### src/inc/rhd_pkg.sv
// Constants for the root hub descriptor register bank
package rhd_pkg;
    localparam int DATA_W = 32;
    localparam int CODE_W = 8;
    localparam int PORTS  = 2;

    // Command codes; a write code is its read code with bit 7 set
    localparam logic [7:0] CODE_DESC_FIRST_RD  = 8'h12;
    localparam logic [7:0] CODE_DESC_FIRST_WR  = 8'h92;
    localparam logic [7:0] CODE_DESC_SECOND_RD = 8'h13;
    localparam logic [7:0] CODE_DESC_SECOND_WR = 8'h93;
    localparam logic [7:0] CODE_GLOBAL_RD      = 8'h14;
    localparam logic [7:0] CODE_GLOBAL_WR      = 8'h94;
    localparam logic [7:0] CODE_PORT1_RD       = 8'h15;
    localparam logic [7:0] CODE_PORT1_WR       = 8'h95;
    localparam logic [7:0] CODE_PORT2_RD       = 8'h16;
    localparam logic [7:0] CODE_PORT2_WR       = 8'h96;
    localparam int         CODE_WRITE_BIT      = 7;

    // First descriptor field positions
    localparam int PGD_MSB      = 31;
    localparam int PGD_LSB      = 24;
    localparam int NO_OVERCURRENT_REPORT_BIT     = 12;
    localparam int OCMODE_BIT   = 11;
    localparam int COMPOUND_BIT = 10;
    localparam int ALWAYS_BIT   = 9;
    localparam int SWMODE_BIT   = 8;
    localparam int NDP_MSB      = 1;

    // Second descriptor mask field, bit 0 of it reserved
    localparam int MASK_MSB = 18;
    localparam int MASK_LSB = 17;

    // Hub and port status bits
    localparam int GLB_CLR_POWER_BIT = 0;
    localparam int GLB_OCI_BIT       = 1;
    localparam int GLB_SET_POWER_BIT = 16;
    localparam int PRT_OCI_BIT       = 3;
    localparam int PRT_SET_POWER_BIT = 8;
    localparam int PRT_CLR_POWER_BIT = 9;

    // Reset values of the implementation-specific fields
    localparam logic [7:0] RST_PGD      = 8'h01;
    localparam logic       RST_NO_OVERCURRENT_REPORT     = 1'b0;
    localparam logic       RST_ALWAYS   = 1'b0;
    localparam logic       RST_SWMODE   = 1'b1;
    localparam logic [1:0] RST_MASK     = 2'h0;
    localparam logic [1:0] PORT_COUNT   = 2'h2;
    localparam logic [1:0] PORT_MAX     = 2'h2;

    localparam logic [1:0] HC_OPERATIONAL = 2'h2;

    // Power-good delay unit
    localparam int PGD_UNIT_NS    = 2000000;
    localparam int CLK_PERIOD_NS  = 10;
    localparam int PGD_UNIT_CYC   = PGD_UNIT_NS / CLK_PERIOD_NS;
    localparam int TICK_W         = 18;
endpackage

### src/core/rhd_port_power.sv
// Power switch state of one root hub port
`timescale 1ns/1ps
module rhd_port_power
(
    input  wire logic REF_CLK,
    input  wire logic RST,
    input  wire logic always_powered,
    input  wire logic individual_mode,
    input  wire logic mask,
    input  wire logic set_global,
    input  wire logic clr_global,
    input  wire logic set_port,
    input  wire logic clr_port,
    output logic      powered
);
    logic per_port;

    // Masked ports in individual mode answer port commands only
    assign per_port = individual_mode & mask;

    always_ff @(posedge REF_CLK)
    begin
        if (RST)
            powered <= 1'b0;
        else if (always_powered)
            powered <= 1'b1;
        else if (per_port)
        begin
            if (set_port)
                powered <= 1'b1;
            else if (clr_port)
                powered <= 1'b0;
        end
        else
        begin
            if (set_global)
                powered <= 1'b1;
            else if (clr_global)
                powered <= 1'b0;
        end
    end
endmodule

### src/core/rhd_regs.sv
// Root hub descriptor registers, write gating and port power
`timescale 1ns/1ps

// Overview of operation
// - Registers are 32 bits, whole-word access only
// - Descriptor writes accepted in every state
// - Status writes accepted only when operational
// - First descriptor read 12H, written 92H
// - Bits 31:24 power-good delay, 2 ms units
// - Bit 12 set disables overcurrent reporting
// - Overcurrent mode resets equal to switching mode
// - Mode 0 collective, 1 per-port reporting
// - Compound flag bit 10 reads zero always
// - Bit 9 set keeps ports always powered
// - Bit 8 chooses ganged or individual switching
// - Bits 1:0 read-only port count, max 2
// - Mask in second descriptor bits 18:16
module rhd_regs
#(
    parameter int unsigned PGD_UNIT_CYCLES = rhd_pkg::PGD_UNIT_CYC
)
(
    input  wire logic                      REF_CLK,
    input  wire logic                      RST,
    input  wire logic                      CMD_STROBE,
    input  wire logic [rhd_pkg::CODE_W-1:0] CMD_CODE,
    input  wire logic [rhd_pkg::DATA_W-1:0] CMD_WDATA,
    input  wire logic [1:0]                HC_STATE,
    input  wire logic [rhd_pkg::PORTS-1:0] OVERCURRENT,
    output logic      [rhd_pkg::DATA_W-1:0] RD_DATA,
    output logic                           RD_VALID,
    output logic                           WR_REFUSED,
    output logic      [rhd_pkg::PORTS-1:0] PORT_POWER,
    output logic                           POWER_GOOD,
    output logic                           OC_GLOBAL,
    output logic      [rhd_pkg::PORTS-1:0] OC_PORT
);
    import rhd_pkg::*;

    logic [7:0]        power_good_delay;
    logic              no_overcurrent_report;
    logic              overcurrent_report_mode;
    logic              always_powered;
    logic              switching_mode_select;
    logic [1:0]        port_power_mask;
    logic              operational_state;
    logic              is_write;
    logic              wr_first;
    logic              wr_second;
    logic              wr_global;
    logic [PORTS-1:0]  wr_port;
    logic              wr_status_any;
    logic              status_ok;
    logic              set_global;
    logic              clr_global;
    logic [PORTS-1:0]  set_port;
    logic [PORTS-1:0]  clr_port;
    logic [PORTS-1:0]  port_powered;
    logic [PORTS-1:0]  powered_q;
    logic              power_rise;
    logic [TICK_W-1:0] tick_cnt;
    logic              tick;
    logic [7:0]        pgd_cnt;
    logic [DATA_W-1:0] next_rd_data;
    logic              oc_collective;
    logic [PORTS-1:0]  oc_per_port;
    logic [1:0]        port_count;
    logic [DATA_W-1:0] desc_first_word;
    logic [DATA_W-1:0] desc_second_word;

    assign is_write          = CMD_STROBE & CMD_CODE[CODE_WRITE_BIT];
    assign operational_state = (HC_STATE == HC_OPERATIONAL);
    // Descriptor writes are never gated by controller state
    assign wr_first  = CMD_STROBE && CMD_CODE == CODE_DESC_FIRST_WR;
    assign wr_second = CMD_STROBE && CMD_CODE == CODE_DESC_SECOND_WR;
    assign wr_global  = CMD_STROBE && CMD_CODE == CODE_GLOBAL_WR;
    assign wr_port[0] = CMD_STROBE && CMD_CODE == CODE_PORT1_WR;
    assign wr_port[1] = CMD_STROBE && CMD_CODE == CODE_PORT2_WR;
    assign wr_status_any = wr_global | (|wr_port);
    assign status_ok     = operational_state;

    // Refused status writes produce no command at all
    assign set_global = wr_global & status_ok
                        & CMD_WDATA[GLB_SET_POWER_BIT];
    assign clr_global = wr_global & status_ok
                        & CMD_WDATA[GLB_CLR_POWER_BIT];
    assign set_port = wr_port & {PORTS{status_ok
                        & CMD_WDATA[PRT_SET_POWER_BIT]}};
    assign clr_port = wr_port & {PORTS{status_ok
                        & CMD_WDATA[PRT_CLR_POWER_BIT]}};

    // Count is fixed but clamped so it can never read above two
    assign port_count = (PORT_COUNT > PORT_MAX) ? PORT_MAX
                                                : PORT_COUNT;

    // First descriptor: whole word taken in one write
    always_ff @(posedge REF_CLK)
    begin
        if (RST)
            power_good_delay <= RST_PGD;
        else if (wr_first)
            power_good_delay <= CMD_WDATA[PGD_MSB:PGD_LSB];
    end

    // Overcurrent reporting bits, mode resets to the switching mode
    always_ff @(posedge REF_CLK)
    begin
        if (RST)
        begin
            no_overcurrent_report   <= RST_NO_OVERCURRENT_REPORT;
            overcurrent_report_mode <= RST_SWMODE;
        end
        else if (wr_first)
        begin
            no_overcurrent_report   <= CMD_WDATA[NO_OVERCURRENT_REPORT_BIT];
            overcurrent_report_mode <= CMD_WDATA[OCMODE_BIT];
        end
    end

    // Power switching bits
    always_ff @(posedge REF_CLK)
    begin
        if (RST)
        begin
            always_powered        <= RST_ALWAYS;
            switching_mode_select <= RST_SWMODE;
        end
        else if (wr_first)
        begin
            always_powered        <= CMD_WDATA[ALWAYS_BIT];
            switching_mode_select <= CMD_WDATA[SWMODE_BIT];
        end
    end

    // Second descriptor: only the port power mask is kept
    always_ff @(posedge REF_CLK)
    begin
        if (RST)
            port_power_mask <= RST_MASK;
        else if (wr_second)
            port_power_mask <= CMD_WDATA[MASK_MSB:MASK_LSB];
    end

    genvar p;
    generate
        for (p = 0; p < PORTS; p++)
        begin : g_port
            rhd_port_power u_power
            (
                .REF_CLK         (REF_CLK),
                .RST             (RST),
                .always_powered  (always_powered),
                .individual_mode (switching_mode_select),
                .mask            (port_power_mask[p]),
                .set_global      (set_global),
                .clr_global      (clr_global),
                .set_port        (set_port[p]),
                .clr_port        (clr_port[p]),
                .powered         (port_powered[p])
            );
        end
    endgenerate

    always_ff @(posedge REF_CLK)
    begin
        if (RST)
        begin
            PORT_POWER <= '0;
            powered_q  <= '0;
        end
        else
        begin
            PORT_POWER <= port_powered;
            powered_q  <= port_powered;
        end
    end

    assign power_rise = |(port_powered & ~powered_q);

    // 2 ms unit prescaler, restarted on power-up so each unit is full
    always_ff @(posedge REF_CLK)
    begin
        if (RST || power_rise)
            tick_cnt <= '0;
        else if (tick)
            tick_cnt <= '0;
        else
            tick_cnt <= tick_cnt + TICK_W'(1);
    end

    assign tick = (tick_cnt == TICK_W'(PGD_UNIT_CYCLES - 1));

    // Power-good countdown in delay units, a hint for the driver's wait
    always_ff @(posedge REF_CLK)
    begin
        if (RST)
            pgd_cnt <= '0;
        else if (power_rise)
            pgd_cnt <= power_good_delay;
        else if (tick && pgd_cnt != 8'h00)
            pgd_cnt <= pgd_cnt - 8'h01;
    end

    always_ff @(posedge REF_CLK)
    begin
        if (RST)
            POWER_GOOD <= 1'b0;
        else
            POWER_GOOD <= (|port_powered) && !power_rise
                          && pgd_cnt == 8'h00;
    end

    // Overcurrent reporting per descriptor mode
    assign oc_collective = !no_overcurrent_report
                           && !overcurrent_report_mode
                           && (|OVERCURRENT);
    assign oc_per_port = (!no_overcurrent_report
                          && overcurrent_report_mode)
                         ? OVERCURRENT : '0;

    always_ff @(posedge REF_CLK)
    begin
        if (RST)
        begin
            OC_GLOBAL <= 1'b0;
            OC_PORT   <= '0;
        end
        else
        begin
            OC_GLOBAL <= oc_collective;
            OC_PORT   <= oc_per_port;
        end
    end

    // Fixed and reserved fields are tied here, so no write data
    // can ever reach them
    always_comb
    begin
        desc_first_word                  = '0;
        desc_first_word[PGD_MSB:PGD_LSB] = power_good_delay;
        desc_first_word[NO_OVERCURRENT_REPORT_BIT]        = no_overcurrent_report;
        desc_first_word[OCMODE_BIT]      = overcurrent_report_mode;
        desc_first_word[COMPOUND_BIT]    = 1'b0;
        desc_first_word[ALWAYS_BIT]      = always_powered;
        desc_first_word[SWMODE_BIT]      = switching_mode_select;
        desc_first_word[NDP_MSB:0]       = port_count;
    end

    // Lowest mask bit is reserved and reads zero
    always_comb
    begin
        desc_second_word                    = '0;
        desc_second_word[MASK_MSB:MASK_LSB] = port_power_mask;
    end

    // Read multiplexer; unknown codes read as zero
    always_comb
    begin
        next_rd_data = '0;
        unique case (CMD_CODE)
            CODE_DESC_FIRST_RD:
                next_rd_data = desc_first_word;
            CODE_DESC_SECOND_RD:
                next_rd_data = desc_second_word;
            CODE_GLOBAL_RD:
                next_rd_data[GLB_OCI_BIT] = OC_GLOBAL;
            CODE_PORT1_RD:
            begin
                next_rd_data[PRT_OCI_BIT]       = OC_PORT[0];
                next_rd_data[PRT_SET_POWER_BIT] = PORT_POWER[0];
            end
            CODE_PORT2_RD:
            begin
                next_rd_data[PRT_OCI_BIT]       = OC_PORT[1];
                next_rd_data[PRT_SET_POWER_BIT] = PORT_POWER[1];
            end
            default:
                next_rd_data = '0;
        endcase
    end

    // Read answer one cycle after the strobe, held until next read
    always_ff @(posedge REF_CLK)
    begin
        if (RST)
        begin
            RD_DATA  <= '0;
            RD_VALID <= 1'b0;
        end
        else
        begin
            RD_VALID <= CMD_STROBE && !is_write;
            if (CMD_STROBE && !is_write)
                RD_DATA <= next_rd_data;
        end
    end

    // Flags a status write that was dropped outside operational state
    always_ff @(posedge REF_CLK)
    begin
        if (RST)
            WR_REFUSED <= 1'b0;
        else
            WR_REFUSED <= wr_status_any && !status_ok;
    end
endmodule

### config.mk
export PLATFORM = sky130hd
export DESIGN_NAME = rhd_regs
export DESIGN_NICKNAME = d
export VERILOG_FILES = /design/src/inc/rhd_pkg.sv /design/src/core/rhd_port_power.sv /design/src/core/rhd_regs.sv
export SDC_FILE = /design/constraint.sdc
export NUM_CORES = 1
export LEC_CHECK = 0
export ABC_AREA = 0
export BUFFER_PORTS_ARGS = -buffer_cell sky130_fd_sc_hd__buf_2
export CORE_UTILIZATION = 51
export DETAILED_ROUTE_END_ITERATION = 10
export PLACE_DENSITY = 0.75
export SLEW_MARGIN = 20
export SYNTH_ARGS = -nofsm -noshare
export SYNTH_HDL_FRONTEND = slang
export SYNTH_SLANG_ARGS = --single-unit
### constraint.sdc
create_clock -name REF_CLK -period 2.3 [get_ports REF_CLK]
set_input_delay 0 -clock REF_CLK [delete_from_list [all_inputs] [get_ports REF_CLK]]
set_output_delay 0 -clock REF_CLK [all_outputs]
set_load 0.01 [all_outputs]
==> results of run 1 <==
==> stage by stage <==
step / setup WS (ps) / total power [mW] / util, % / hold WS (ps)
2_1_floorplan: 258 / 1.27 / - / 118
5_1_grt: 22.7 / 2.60 / 67.1 / 28.9
6_report: 108 / 2.52 / 67.1 / 20.6
4_1_cts: 55.2 / 2.52 / 66.6 / 4.06
3_5_place_dp: 104 / 1.30 / 59.1 / 212
3_3_place_gp: 146 / 1.30 / 59.0 / 207
==> flip-flops by register name, indices dropped and copies added (netlist names), 2 cells and up <==
| register | flops |
|---|---|
| OC_PORT | 2 |
| RD_DATA | 16 |
| g_port.u_power.powered | 2 |
| pgd_cnt | 8 |
| port_power_mask | 2 |
| power_good_delay | 8 |
| powered_q | 2 |
| tick_cnt | 18 |
==> power breakdown <==
part / switching [mW] / internal (mW)
clock: 0.461 / 0.754
combinational: 0.0778 / 0.0654
sequential: 0.00708 / 1.15
total: 0.546 / 1.97
==> worst max-delay path: cells and delay by family (launching register included) <==
family          cells  cell delay [ps]
simple gates        4             1060
flops               1              350
fa+ha+maj           1              220
buf+inv             2              230
compound gates      1              240
==> how the worst min path moves through the flow <==
stage	from	endpoint	slack, ps	cells after the start
5_1_grt	CMD_CODE[3]	WR_REFUSED$_SDFF_PP0_	30	3
4_1_cts	CMD_CODE[3]	WR_REFUSED$_SDFF_PP0_	4	3
2_1_floorplan	CMD_WDATA[11]	overcurrent_report_mode$_SDFFE_PP1P_	120	1
6_report	CMD_CODE[3]	WR_REFUSED$_SDFF_PP0_	20	3
3_5_place_dp	CMD_WDATA[11]	overcurrent_report_mode$_SDFFE_PP1P_	210	2
3_3_place_gp	CMD_WDATA[24]	power_good_delay[0]$_SDFFE_PP1P_	210	2
==> metal layers <==
metal  wire length, um  vias up
met5                 0        -
met4               188        0
met3               412       17
met2              3260       85
met1              2980     1222
li1                  -     1294
==> final cells by class <==
cell class	count	area, um^2
clock buffer	10	138
clock inverter	6	113
fill	471	1830
inverter	9	33.8
multi-input combinational	243	1540
sequential	66	1320
tap	72	90.1
timing repair buffer	80	508
==> cell families after synthesis <==
family	synth area share, %
adders and majority gates	0.837
DFF	44.2
AOI/OAI and AO/OA	11.0
other	0.125
and+or+nand+nor	27.4
muxes	4.02
xor gates and xnor gates	5.86
buffers and inverters	6.57
==> timing repair <==
| action | CTS | global route |
|---|---|---|
| resized for setup | 0 | 1 |
| endpoints found under the setup margin | 0 | 4 |
| hold buffers | 17 | 0 |
| hold endpoints to repair | 18 | 0 |
| setup buffers | 0 | 3 |
==> layout by cell type, fill, tap and decap left out, types with 3 or more instances in the layout <==
cell,synthesis,layout
a211o_1,4,4
a211oi_1,4,4
a21oi_1,6,6
a22oi_1,14,14
a31oi_1,4,4
and2_1,3,3
and3_1,8,8
and4_1,4,4
buf_2,1,54
buf_4,16,9
bufinv_16,0,3
clkbuf_8,0,10
conb_1,1,16
dfxtp_1,66,66
dlygate4sd3_1,0,17
inv_1,9,9
mux2i_1,12,12
nand2_1,17,17
nand2b_1,4,4
nand3_1,4,4
nand4_1,5,5
nor2_1,66,66
nor2b_1,4,4
nor3_1,3,3
nor4_1,4,4
nor4b_1,4,4
nor4bb_1,5,5
o21ai_0,5,5
or4_1,3,3
xnor2_1,9,9
xor2_1,11,11
==> flow_summary_export.csv, run 1 <==
group,metric,value,unit
clocking,cts.htree.levels,3,
worst_setup_path,worst-endpoint-required,2560,ps
die,core-area,5570,um^2
drt,drt_first_pass_iters,4,
synthesis,synthTopCellsByArea,"dfxtp_1 (44%), nor2_1 (8.3%), mux2i_1 (4.0%)",
worst_setup_path,cp_slowest_stage_delay,430,ps
synthesis,synth_ff_type,"dfxtp_1",
drt,drt_iter0_markers,116,
sta,rsz0062_at_grt,"no",
layout,fin_cells,486,
clocking,clock_sinks,66,
die,io_pins,87,
drt,drc,0,
worst_setup_path,worstPathArrival,2450,ps
layout,syn_to_final_growth,25.1,%
clocking,numCtsBuffers,9,
global_route,use_met1,29.2,%
synthesis,synthDistinctLibCells,49,
worst_setup_path,crit_path_end,"pgd_cnt[6]$_SDFFE_PP0P_",
drt,wirelength,6830,um
die,num_rows,27,
worst_setup_path,critical_path.max_fanout,5,
sta,worst_pin_slew,843,ps
global_route,grt_max_degree,46,
power_and_ir_drop,power.leakage,1.53,nW
global_route,gr-total-overflow,0,
sta,hold_viol,0,
global_route,met3_usage,6.51,%
worst_setup_path,cp-end-kind,"flop",
worst_setup_path,crit_slowest_cell,"or4_1",
die,die-width,78.6,um
placement,dp_hpwl,4510,um
drt,vias,2618,
placement,gp_congestion,0.824,
clocking,clock_latency,340,ps
clocking,clock_path_buffers,2,
global_route,gr-usage-met2,37.3,%
synthesis,synth-edff-count,0,
sta,fin_setup_tns,0,ps
synthesis,synth-seq-area-share,44.2,%
layout,final_area,3740,um^2
global_route,busiest_layer,"met2",
outcome,status,"complete, no violations",
global_route,grt_antenna_before_repair,0,
die,die_h,78.6,um
die,start_util,53.6,%
hold_path,holdCritPathClass,"in -> reg",
sta,finalSetupViolations,0,
sta,timing.final.crit_share,95.3,%
worst_setup_path,start_kind,"flop",
placement,portBuffers,54,
synthesis,synth_cells,330,
sta,clock_skew,12.5,ps
synthesis,synth_top_area_cell,"dfxtp_1",
worst_setup_path,critical_path_class,"reg -> reg",
worst_setup_path,rrSetupSlack,110,ps
clocking,path_clk_slew,80,ps
power_and_ir_drop,peakVddDrop,0.482,mV
clocking,root_buffer,"clkbuf_8",
synthesis,syn_area,2990,um^2
layout,drive_above_1_share,21.0,%
drt,via_per_inst,5.39,
synthesis,yosysWarnings,0,
layout,final_nets,458,
worst_setup_path,r2r-start,"pgd_cnt[0]$_SDFFE_PP0P_",
synthesis,synth_top_area_share,44.2,%
drt,antenna_left,0,
layout,diodes,0,
worst_setup_path,crit_path_start,"pgd_cnt[0]$_SDFFE_PP0P_",
sta,maxSlewHeadroom,43.0,%
drt,wire_per_inst,14.1,um
placement,placed_cell_area,3290,um^2
synthesis,synth-seq-cells,66,
job,cap_violations,0,
global_route,grt_pass1_wl,11200,um
global_route,grt_pass1_vias,2382,
sta,slew_viol_final,0,
synthesis,yosys-top-cells-count,"dfxtp_1 (66), nor2_1 (66), nand2_1 (17)",
sta,min_period,2190,ps
synthesis,async_flop_share,0,%
sta,max_freq,456,MHz
global_route,track_usage,23.6,%
die,die_area,6170,um^2
clocking,cts_tree,"yes",
synthesis,syn_area_per_cell,9.06,um^2
worst_setup_path,ff2ff_path_depth,8,
worst_setup_path,reg2reg_to,"pgd_cnt[6]$_SDFFE_PP0P_",
placement,dp.cells,450,
power_and_ir_drop,pwr_density_cell,673,nW/um^2
worst_setup_path,worstPathCellList,"inv_1 -> ha_1 -> or4b_4 -> nor4_4 -> buf_4 -> or3_4 -> or4_1 -> a311oi_2",
No activity file was read; power rests on OpenSTA's default activity.
==> run 2, diff against run 1 <==
clock period = 2.1 ns   (was 2.3 ns; I/O delays follow)
==> run 2 against run 1 <==
Net effect: first-iteration DRC count increased by 9.5%; critical path depth unchanged; fmax increased by 6.2%; hold slack better by 4.4 ps; highest routed layer unchanged.
==> flow_summary_export.csv, run 2 (same netlist as run 1, synthesis figures left out) <==
group,metric,value,unit
outcome,status,"complete, no violations",
power_and_ir_drop,p_total,2.61,mW
die,die-width,78.6,um
worst_setup_path,rrSetupSlack,40,ps
global_route,gr-total-overflow,0,
power_and_ir_drop,power.leakage,1.55,nW
placement,portBuffers,54,
drt,antenna_left,0,
clocking,path_clk_slew,80,ps
clocking,clock_latency,340,ps
placement,placed_cell_area,3370,um^2
layout,register_area,1320,um^2
worst_setup_path,cp_slowest_stage_delay,430,ps
sta,maxSlewHeadroom,50.0,%
clocking,numCtsBuffers,9,
layout,syn_to_final_growth,26.9,%
drt,via_per_inst,5.27,
die,core-area,5570,um^2
clocking,cts.htree.levels,3,
sta,max_freq,484,MHz
layout,reg_top3,"tick_cnt (18), RD_DATA (16)",
clocking,cts_tree,"yes",
sta,min_period,2060,ps
sta,fin_setup_tns,0,ps
worst_setup_path,cp-end-kind,"flop",
global_route,grt_antenna_before_repair,0,
sta,clock_skew,13.3,ps
sta,slew_viol_final,0,
drt,drc,0,
sta,finalSetupViolations,0,
layout,largest_register,"tick_cnt",
power_and_ir_drop,pwr_density_cell,687,nW/um^2
worst_setup_path,critical_path_class,"reg -> reg",
layout,final_cell_mix,"nor2_1 (66), dfxtp_1 (64), buf_2 (54)",
clocking,clock_sinks,66,
clocking,clock_path_buffers,2,
layout,final_nets,468,
drt,drt_first_pass_iters,5,
sta,setup_ws,35.4,ps
worst_setup_path,worst-endpoint-required,2350,ps
sta,hold_viol,0,
worst_setup_path,start_kind,"flop",
clocking,root_buffer,"clkbuf_8",
die,num_rows,27,
global_route,track_usage,22.6,%
die,start_util,53.6,%
die,die_area,6170,um^2
sta,timing.final.crit_share,98.3,%
layout,final_area,3790,um^2
worst_setup_path,worstPathArrival,2320,ps
worst_setup_path,worstPathCellList,"inv_2 -> ha_2 -> or4b_4 -> nor4_4 -> buf_4 -> or3_4 -> or4_4 -> a311oi_2",
drt,wirelength,6780,um
placement,gp_congestion,0.821,
global_route,grt_pass1_vias,2415,
layout,fillCellCount,451,
layout,drive_above_1_share,24.1,%
placement,post-place-ws,-7.70,ps
global_route,grt_max_degree,46,
layout,multi_input_comb_area,1550,um^2
job,cap_violations,0,
sta,worst_pin_slew,740,ps
drt,vias,2614,
worst_setup_path,crit_slowest_cell,"or4_4",
drt,wire_per_inst,13.7,um
layout,diodes,0,
layout,largest_reg_flops,18,
layout,mostFrequentLayoutCell,"nor2_1",
power_and_ir_drop,peakVddDrop,0.467,mV
hold_path,holdCritPathClass,"in -> reg",
global_route,grt_pass1_wl,10800,um
die,io_pins,87,
die,die_h,78.6,um
worst_setup_path,critical_path.max_fanout,7,
placement,dp_hpwl,4530,um
drt,drt_iter0_markers,127,
sta,rsz0062_at_grt,"yes",
[run 2: changes by cell type in the layout (fill, tap and decap cells not counted), sizes merged]
cell and change:
inv -1, clkinv -1, buf +10, clkinvlp +3
bufinv -1
[run 2: path summary, 6_finish.rpt]
check / depth (start not counted) / from / end
hold / removal: 3 / CMD_CODE[3] / WR_REFUSED$_SDFF_PP0_
setup / recovery: 8 / pgd_cnt[0]$_SDFFE_PP0P_ / pgd_cnt[6]$_SDFFE_PP0P_
hold reg to reg: 1 / tick_cnt[0]$_SDFF_PP0_ / tick_cnt[0]$_SDFF_PP0_
setup reg to reg: 8 / pgd_cnt[0]$_SDFFE_PP0P_ / pgd_cnt[6]$_SDFFE_PP0P_
[run 2: repair_timing]
item	in CTS	in global routing
gates resized for setup	4	3
hold buffers	17	0
setup buffers	2	1
pin swaps	2	3
endpoints found under the hold margin	18	0
endpoints found under the setup margin	4	7
[run 2: routing by layer]
| layer | share of wire (%) | global-route usage, % | up-vias |
|---|---|---|---|
| met2 | 49 | 36.3 | 65 |
| met5 | 0 | 0 | - |
| met3 | 4.5 | 4.53 | 6 |
| met1 | 46 | 28.6 | 1223 |
| met4 | 1.2 | 11.1 | 0 |
| li1 | - | - | 1320 |
[run 2: worst max-delay path, delay by kind of cell (launching register included)]
kind	cells	cell delay, ps
buffers and inverters	2	220
flip-flops	1	350
adder cells (fa/ha/maj)	1	180
AO/OA/AOI/OAI	1	200
AND/OR/NAND/NOR	4	1040
[run 2: through the flow]
step,util (%),std cells,hold slack (ps)
floorplan,-,345,118
global placement,60.4,460,206
detailed placement,60.4,460,206
CTS,67.8,495,11.4
global route,68.1,496,18.0
finish,68.1,496,25.0
[run 2: report_power, final]
part / internal, mW / leakage, nW / total, mW / switching (mW)
Sequential: 1.26 / 0.534 / 1.27 / 0.00733
Combinational: 0.0745 / 0.920 / 0.159 / 0.0843
Clock: 0.671 / 0.0987 / 1.18 / 0.510
Total: 2.01 / 1.55 / 2.61 / 0.601
[run 2: cell type report]
type	instances	share of cell area, %
clock buffer	10	3.36
clock inverter	6	2.41
inverter	9	0.890
multi-input combinational	243	40.7
sequential	66	34.9
tap	72	2.37
timing repair buffer	90	15.4
